## config.mk

```make
export PLATFORM = sky130hd
export DESIGN_NAME = pss_sequencer
export DESIGN_NICKNAME = d
export VERILOG_FILES = /design/src/pss_uv_detect.v /design/src/pss_sequencer.v
export VERILOG_INCLUDE_DIRS = /design/src /design/src/pkg
export SDC_FILE = /design/constraint.sdc
export NUM_CORES = 1
export LEC_CHECK = 0
export ABC_CLOCK_PERIOD_IN_PS = 1550
export BUFFER_PORTS_ARGS = -buffer_cell sky130_fd_sc_hd__buf_2
export CORE_AREA = 5 5 42 44
export DETAILED_ROUTE_END_ITERATION = 7
export DIE_AREA = 0 0 47 49
export GPL_TIMING_DRIVEN = 0
export SYNTH_ARGS = -nofsm -noshare
export SYNTH_HDL_FRONTEND = slang
export SYNTH_SLANG_ARGS = --single-unit
```

## constraint.sdc

```tcl
create_clock -name clk -period 1.55 [get_ports clk]
set_clock_uncertainty 0.05 [all_clocks]
set_input_delay 0.0775 -clock clk [delete_from_list [all_inputs] [get_ports clk]]
set_output_delay 0.0775 -clock clk [all_outputs]
set_load 0.01 [all_outputs]
```

## src/pkg/pss_map.vh

```
`ifndef PSS_MAP_VH
`define PSS_MAP_VH
// Clock period in ps (250 MHz)
`define PSS_CLK_PERIOD_PS 4000
// Longest under-voltage to reset output delay, ns
`define PSS_UV_TO_RST_NS 250
// Cycles for that delay, rounded down
`define PSS_UV_TO_RST_CYC ((`PSS_UV_TO_RST_NS * 1000) / `PSS_CLK_PERIOD_PS)
// Sequencer states
`define PSS_ST_HOLD 3'h0
`define PSS_ST_DELAY 3'h1
`define PSS_ST_RUN 3'h2
`define PSS_ST_PARK 3'h3
`define PSS_ST_BRAKE 3'h4
// Spindle low-side driver count
`define PSS_LOW_SIDE_N 3
`endif

```

## src/pss_uv_detect.v

```verilog
`timescale 1ns/1ps
module pss_uv_detect (
   // Clock and reset
   input wire clk,
   input wire srst,
   // Comparator results against the rising and falling references
   input wire sense_a_above_rise,
   input wire sense_a_above_fall,
   input wire sense_b_above_rise,
   input wire sense_b_above_fall,
   // Under-voltage level
   output wire under_voltage
);
   reg a_good_r;
   reg b_good_r;
   reg a_good_nxt;
   reg b_good_nxt;

   // Hysteresis: good once above rising ref, bad once below falling ref
   always @* begin
      a_good_nxt = a_good_r;
      b_good_nxt = b_good_r;
      if (a_good_r && !sense_a_above_fall) begin
         a_good_nxt = 1'b0;
      end else if (!a_good_r && sense_a_above_rise) begin
         a_good_nxt = 1'b1;
      end
      if (b_good_r && !sense_b_above_fall) begin
         b_good_nxt = 1'b0;
      end else if (!b_good_r && sense_b_above_rise) begin
         b_good_nxt = 1'b1;
      end
   end

   always @(posedge clk) begin
      if (srst) begin
         a_good_r <= 1'b0;
         b_good_r <= 1'b0;
      end else begin
         a_good_r <= a_good_nxt;
         b_good_r <= b_good_nxt;
      end
   end

   // Either input low means under voltage; falling edge seen same cycle
   assign under_voltage = !a_good_nxt || !b_good_nxt;
endmodule

```

## src/pss_sequencer.v

```verilog
`timescale 1ns/1ps
`include "pss_map.vh"
module pss_sequencer #(
   parameter LOW_SIDE_N = `PSS_LOW_SIDE_N
) (
   // Clock and reset
   input wire clk,
   input wire srst,
   // Supply comparators
   input wire supply_sense_a_above_rise,
   input wire supply_sense_a_above_fall,
   input wire supply_sense_b_above_rise,
   input wire supply_sense_b_above_fall,
   // Delay indications
   input wire reset_delay_done,
   input wire brake_delay_done,
   // Delay timer controls
   output wire reset_delay_charge,
   output wire brake_delay_run,
   // Resets
   output wire sys_reset,
   output wire sys_reset_pin,
   // Drivers
   output wire actuator_enable,
   output wire spindle_enable,
   output wire park_enable,
   output wire [LOW_SIDE_N-1:0] spindle_low_side_on,
   // Status
   output wire under_voltage_flag
);
   reg [2:0] state_r;
   reg [2:0] state_nxt;
   reg reset_r;
   reg park_r;
   reg brake_r;
   reg brake_run_r;
   reg drv_en_r;
   wire uv;

   pss_uv_detect u_uv (
      .clk(clk),
      .srst(srst),
      .sense_a_above_rise(supply_sense_a_above_rise),
      .sense_a_above_fall(supply_sense_a_above_fall),
      .sense_b_above_rise(supply_sense_b_above_rise),
      .sense_b_above_fall(supply_sense_b_above_fall),
      .under_voltage(uv)
   );

   always @* begin
      state_nxt = state_r;
      case (state_r)
         `PSS_ST_HOLD: begin
            if (!uv) begin
               state_nxt = `PSS_ST_DELAY;
            end
         end
         `PSS_ST_DELAY: begin
            if (uv) begin
               state_nxt = `PSS_ST_HOLD;
            end else if (reset_delay_done) begin
               state_nxt = `PSS_ST_RUN;
            end
         end
         `PSS_ST_RUN: begin
            if (uv) begin
               state_nxt = `PSS_ST_PARK;
            end
         end
         `PSS_ST_PARK: begin
            if (brake_delay_done) begin
               state_nxt = `PSS_ST_BRAKE;
            end
         end
         `PSS_ST_BRAKE: begin
            if (!uv) begin
               state_nxt = `PSS_ST_DELAY;
            end
         end
         default: begin
            state_nxt = `PSS_ST_HOLD;
         end
      endcase
   end

   always @(posedge clk) begin
      if (srst) begin
         state_r <= `PSS_ST_HOLD;
         reset_r <= 1'b1;
         park_r <= 1'b0;
         brake_r <= 1'b0;
         brake_run_r <= 1'b0;
         drv_en_r <= 1'b0;
      end else begin
         state_r <= state_nxt;
         // Registered reset, one cycle after the detector, well inside limit
         reset_r <= (state_nxt != `PSS_ST_RUN);
         drv_en_r <= (state_nxt == `PSS_ST_RUN);
         park_r <= (state_nxt == `PSS_ST_PARK) ||
            (state_nxt == `PSS_ST_BRAKE);
         // Brake timer runs on stored charge regardless of supply
         brake_run_r <= (state_nxt == `PSS_ST_PARK);
         brake_r <= (state_nxt == `PSS_ST_BRAKE);
      end
   end

   assign reset_delay_charge = (state_r == `PSS_ST_DELAY);
   assign brake_delay_run = brake_run_r;
   assign sys_reset = reset_r;
   assign sys_reset_pin = reset_r;
   assign actuator_enable = drv_en_r;
   assign spindle_enable = drv_en_r;
   assign park_enable = park_r;
   assign spindle_low_side_on = {LOW_SIDE_N{brake_r}};
   assign under_voltage_flag = uv;
endmodule

```

; ---- Word-level counts from Yosys, hierarchy flattened
; Cells that the tools add are included.
; Widths: inputs -> output; s select.
[word_totals]
register_bits = 10
in_bits = 8
[classes]
n_eq_ne = 8
reduce_logical = 14
n_mux = 10
[op_table]
columns = op, count
row1 = $mux 3, 5
row2 = $eq 3x2->1 const B, 4
row3 = $pmux 3 s4, 1
row4 = $eq 3x3->1 const B, 2
row5 = $logic_not 1->1, 6
row6 = $logic_and 1x1->1, 4
row7 = $mux 1, 4
row8 = $eq 3x1->1 const B, 1
row9 = $logic_not 3->1, 1
row10 = $ne 3x2->1 const B, 1
row11 = $logic_or 1x1->1, 2
row12 = $reduce_or 2->1, 1

; ---- Depth between registers and ports, before layout
[logic_depth]
ltp_word = 10
ltp_mapped = 7
depth_no_buf = 6

; ---- Cells and area by module
; From an unflattened synthesis, not the netlist that was laid out.
[hier_totals]
cells_unflattened = 48
hier_area_um2 = 499.2
[by_module_without_submodules]
columns = mod, area_each_um2, cells_per_inst, instances, seq_area_each_um2
row1 = pss_sequencer, 397.9, 41, 1, 160.2
row2 = pss_uv_detect, 101.3, 7, 1, 40.0

; ---- Least setup slack after synthesis
; OpenSTA, ideal clock, no wires.
[synth_path]
path_type = register to register
from = register u_uv.b_good_r
to = register drv_en_r, in the netlist actuator_enable
n_path_buf = 1
synth_period_minus_slack_ns = 1.522
setup_time_ns = 0.115
setup_slack_ns = 0.028
arrival_ns = 1.357
stages_incl_launch_ff = 7
cell_sequence = dfxtp_1 -> mux2i_1 -> or2_0 -> buf_2 -> o31a_1 -> o32a_2 -> and2_1
[synth_via]
elab_chain_cells = 9
elab_cells_between_ends = 12
cone_classes = 1 x eq/ne / 6 x mux / 5 x reduce/logical
[synth_rtl]
columns = element, line_no
row1 = "start, declared", pss_uv_detect.v:15  ; reg b_good_r;
row2 = "start signal, assigned", pss_uv_detect.v:41  ; b_good_r <= b_good_nxt;
row3 = $logic_not 1->1, pss_uv_detect.v:30  ; end else if (!b_good_r && sense_b_above_rise) begin
row4 = $logic_and 1x1->1, pss_uv_detect.v:30
row5 = $mux 1, pss_uv_detect.v:30
row6 = $mux 1 *, pss_uv_detect.v:28  ; if (b_good_r && !sense_b_above_fall) begin
row7 = $logic_not 1->1 *, pss_uv_detect.v:46  ; assign under_voltage = !a_good_nxt || !b_good_nxt;
row8 = $logic_or 1x1->1 *, pss_uv_detect.v:46
row9 = via under_voltage_flag, pss_sequencer.v:29  ; output wire under_voltage_flag
row10 = $mux 3 (on tied branches), -
row11 = $pmux 3 s4 *, pss_sequencer.v:52  ; case (state_r)
row12 = $eq 3x2->1 (no source line) *, -
row13 = "end signal, assigned", pss_sequencer.v:98  ; drv_en_r <= (state_nxt == `PSS_ST_RUN);
row14 = "end, declared", pss_sequencer.v:37  ; reg drv_en_r;
; Mark *: on every way through the listed nets, which the timed path passes. The rest lies on a longest branch.
; A chain may end at the register's enable or synchronous reset.

; ---- Final worst setup path
[layout_path]
from = register u_uv.a_good_r
to = register drv_en_r, in the netlist actuator_enable
[layout_via]
elab_chain_cells = 9
elab_cells_between_ends = 12
cone_classes = 1 x eq/ne / 6 x mux / 5 x reduce/logical
[layout_rtl]
columns = element, line_no
row1 = "start, declared", pss_uv_detect.v:14  ; reg a_good_r;
row2 = "start signal, assigned", pss_uv_detect.v:40  ; a_good_r <= a_good_nxt;
row3 = $logic_not 1->1, pss_uv_detect.v:25  ; end else if (!a_good_r && sense_a_above_rise) begin
row4 = $logic_and 1x1->1, pss_uv_detect.v:25
row5 = $mux 1, pss_uv_detect.v:25
row6 = $mux 1 *, pss_uv_detect.v:23  ; if (a_good_r && !sense_a_above_fall) begin
row7 = $logic_not 1->1 *, pss_uv_detect.v:46
row8 = $logic_or 1x1->1 *, pss_uv_detect.v:46
row9 = $mux 3 (on tied branches), -
row10 = $pmux 3 s4 *, pss_sequencer.v:52
row11 = $eq 3x2->1 (no source line) *, -
; Every way passes the cells marked *; elsewhere a longest branch is shown, timed or not.

==> results.ini <==
[route]
ant_nets=0
vias=353
drc=0
via_per_inst=4.47
post_drt_wl_per_cell_um=10.4
totalWireLength_um=821
dr.first_iter.drc_count=7
detail_route.first_pass.iterations=2

[worst_setup_path]
cp-end-kind=flip-flop
cp.required_ns=1.67
reg2reg_depth=5
crit_fanout=5
rr_endpoint=actuator_enable
crit_family=compound AO/OA/AOI/OAI gates
path_cells=mux2i_2, or2_4, o31a_1, o32a_4, and2_4
worstPathArrival_ns=1.65
path_buf_inv=0
slowest_delay_ns=0.32
start_kind=flip-flop
crit_type=reg -> reg
r2r_slack_ns=0.01
cp_slowest_cell=dfxtp_2
r2r-start=u_uv.a_good_r

[yosys]
synth_warnings=0
synthTopCellsByArea=dfxtp_1 (50%), buf_4 (9.3%), nor2_1 (5.6%)
synth-seq-area-share_pct=49.7
synth_edf_count=0
yosys_register_bits=10
synth_commonest_cells=dfxtp_1 (10), nor2_1 (6), buf_4 (5), nand2_1 (3), mux2i_1 (2)
syn_avg_cell_area_um2=9.83
synth_nets=49
synth_area_um2=403
yosys.area.top_type=dfxtp_1
synth_flop_cell=dfxtp_1
synth_cell_types=20
netlist.area_leader.share_pct=49.7
async_reset_ff_share_pct=0
synth_most_common_cell=dfxtp_1
netlist_instances=41

[timing]
period_needed_ns=1.54
relSlewSlack_pct=78.5
hold_violations=0
drv_slew=0
rsz0062_at_grt=true
post-route-period-util_pct=99.2
setup_viol=0
worst-slew-pin-transition_ns=0.323
fmax_mhz=651

[clock_tree]
cts_max_level=1
clockBufferDepth=2
clkLatencyLatePin_ns=0.27
tritoncts_num_sinks=10
cts_tree=yes
numCtsBuffers=3
cts_setup_buffers=0
root_buffer=clkbuf_4
clkSlewWorstSetupHoldPaths_ns=0.07

[cells_and_area]
drive_gt1_share_pct=58.7
fill_cells=151
finish.instance_area_um2=591
diodes=0
fin_nets=72
area_growth_pct=46.6

[global_route]
grt_overflow=0
grt_use_total_pct=8.27
grt_max_degree=7
grt_pass1_vias=323
grt_pass1_wl_um=1370
antenna_found_initial=0

[die]
fp.coreArea_mm2=0.00140
die_h_um=49
fp-row-count=14
chipWidth_um=47
start_util_pct=28.7
ioPinCount=19
die-area_mm2=0.00230

[placed_design]
port_buffers=18
placed_area_um2=513
gp_congestion=0.755

[run]
maxCapViolCount=0

[hold_path]
hold_end=u_uv.a_good_r
min_from=supply_sense_a_above_fall
whs_path_depth=3
hold_class=in -> reg

[pwr]
total_power_w=0.000582
power.leakage_nw=0.284
ir_worst_vdd_mv=0.487
p_per_area_mw_per_mm2=986

[status]
outcome=completed

-- through the flow --
step	hold WS [ns]	instances	utilization, %	setup slack, ns	TNS, ns
2_1_floorplan	0.0999	41	-	0.0282	0
3_3_place_gp	0.246	75	36.6	-0.0110	-0.0110
3_5_place_dp	0.248	75	36.6	-0.0126	-0.0126
4_1_cts	0.0274	79	40.8	0.0376	0
5_1_grt	0.0515	79	42.1	-0.0186	-0.0186
6_report	0.0278	79	42.1	0.0130	0
-- report_power, final --
part | internal [W] | switching, W
clock network | 0.000143 | 0.0000940
registers | 0.000265 | 0.00000685
logic | 0.0000395 | 0.0000336
-- logic make-up after synthesis --
logic type             after synthesis  synth area share, %
and+or+nand+nor                     15                 18.0
DFF                                 10                 49.7
AOI/OAI and AO/OA                    7                 15.8
buffers and inverters                7                 11.5
muxes                                2                 4.97
-- area by class of cell --
type | instances | area (um^2) | share of cell area [%]
timing repair buffer | 19 | 100 | 16.9
tap | 16 | 20.0 | 3.39
multi-input combinational | 24 | 191 | 32.4
inverter | 1 | 3.75 | 0.636
clock buffer | 4 | 36.3 | 6.14
buffer | 5 | 37.5 | 6.36
sequential | 10 | 201 | 34.1
-- timing repair --
| action | CTS | global route |
|---|---|---|
| pin swaps | 1 | 3 |
| hold buffers | 1 | 0 |
| setup endpoints to repair | 2 | 4 |
| resized for setup | 4 | 6 |
| hold endpoints to repair | 3 | 0 |
-- layout by cell type (no fill, tap or decap) --
| master | Yosys | final |
|---|---|---|
| o31a_1 | 1 | 1 |
| a2bb2oi_2 | 0 | 1 |
| a32oi_1 | 1 | 1 |
| dlygate4sd3_1 | 0 | 1 |
| mux2i_2 | 0 | 2 |
| dfxtp_1 | 10 | 9 |
| o311ai_0 | 1 | 1 |
| dfxtp_2 | 0 | 1 |
| nand2_1 | 3 | 3 |
| nand2b_1 | 1 | 1 |
| nor2_1 | 6 | 6 |
| or2_1 | 1 | 1 |
| or2_4 | 0 | 1 |
| nor3b_2 | 0 | 1 |
| buf_4 | 5 | 5 |
| and2_4 | 0 | 1 |
| buf_2 | 1 | 18 |
| o21ai_0 | 1 | 1 |
| inv_2 | 0 | 1 |
| clkbuf_8 | 0 | 1 |
| o32a_4 | 0 | 1 |
| nor2b_1 | 1 | 1 |
| clkbuf_4 | 0 | 3 |
| o22ai_2 | 1 | 1 |
-- sequential cells by signal (all words and copies together), names as in the netlist --
signal,flops
actuator_enable,1
brake_delay_run,1
brake_r,1
park_enable,1
state_r,3
sys_reset,1
u_uv.a_good_r,1
u_uv.b_good_r,1
-- how the worst max path moves through the flow --
| stage | start | cells after the start | slack (ns) | to |
|---|---|---|---|---|
| 2_1_floorplan | u_uv.b_good_r | 6 | 0.03 | actuator_enable |
| 3_3_place_gp | u_uv.b_good_r | 6 | -0.01 | actuator_enable |
| 3_5_place_dp | u_uv.b_good_r | 7 | -0.01 | actuator_enable |
| 4_1_cts | u_uv.b_good_r | 5 | 0.04 | actuator_enable |
| 5_1_grt | u_uv.a_good_r | 5 | -0.02 | actuator_enable |
| 6_report | u_uv.a_good_r | 5 | 0.01 | actuator_enable |
-- per-layer routing --
layer | share of wire [%] | vias to the layer above | wire length, um | track usage, %
met1 | 50 | 157 | 408 | 11.3
met2 | 41 | 14 | 335 | 10.9
met3 | 7.3 | 2 | 60 | 2.21
li1 | - | 180 | - | -
met4 | 2.1 | 0 | 17 | 5.53
met5 | 0 | - | 0 | 0
-- worst min-delay path: cells and delay by family --
kind          cells  cell delay, ns
simple gates      1            0.08
mux               1            0.07
buf+inv           1            0.08
Power figures use the tool's default switching activity.
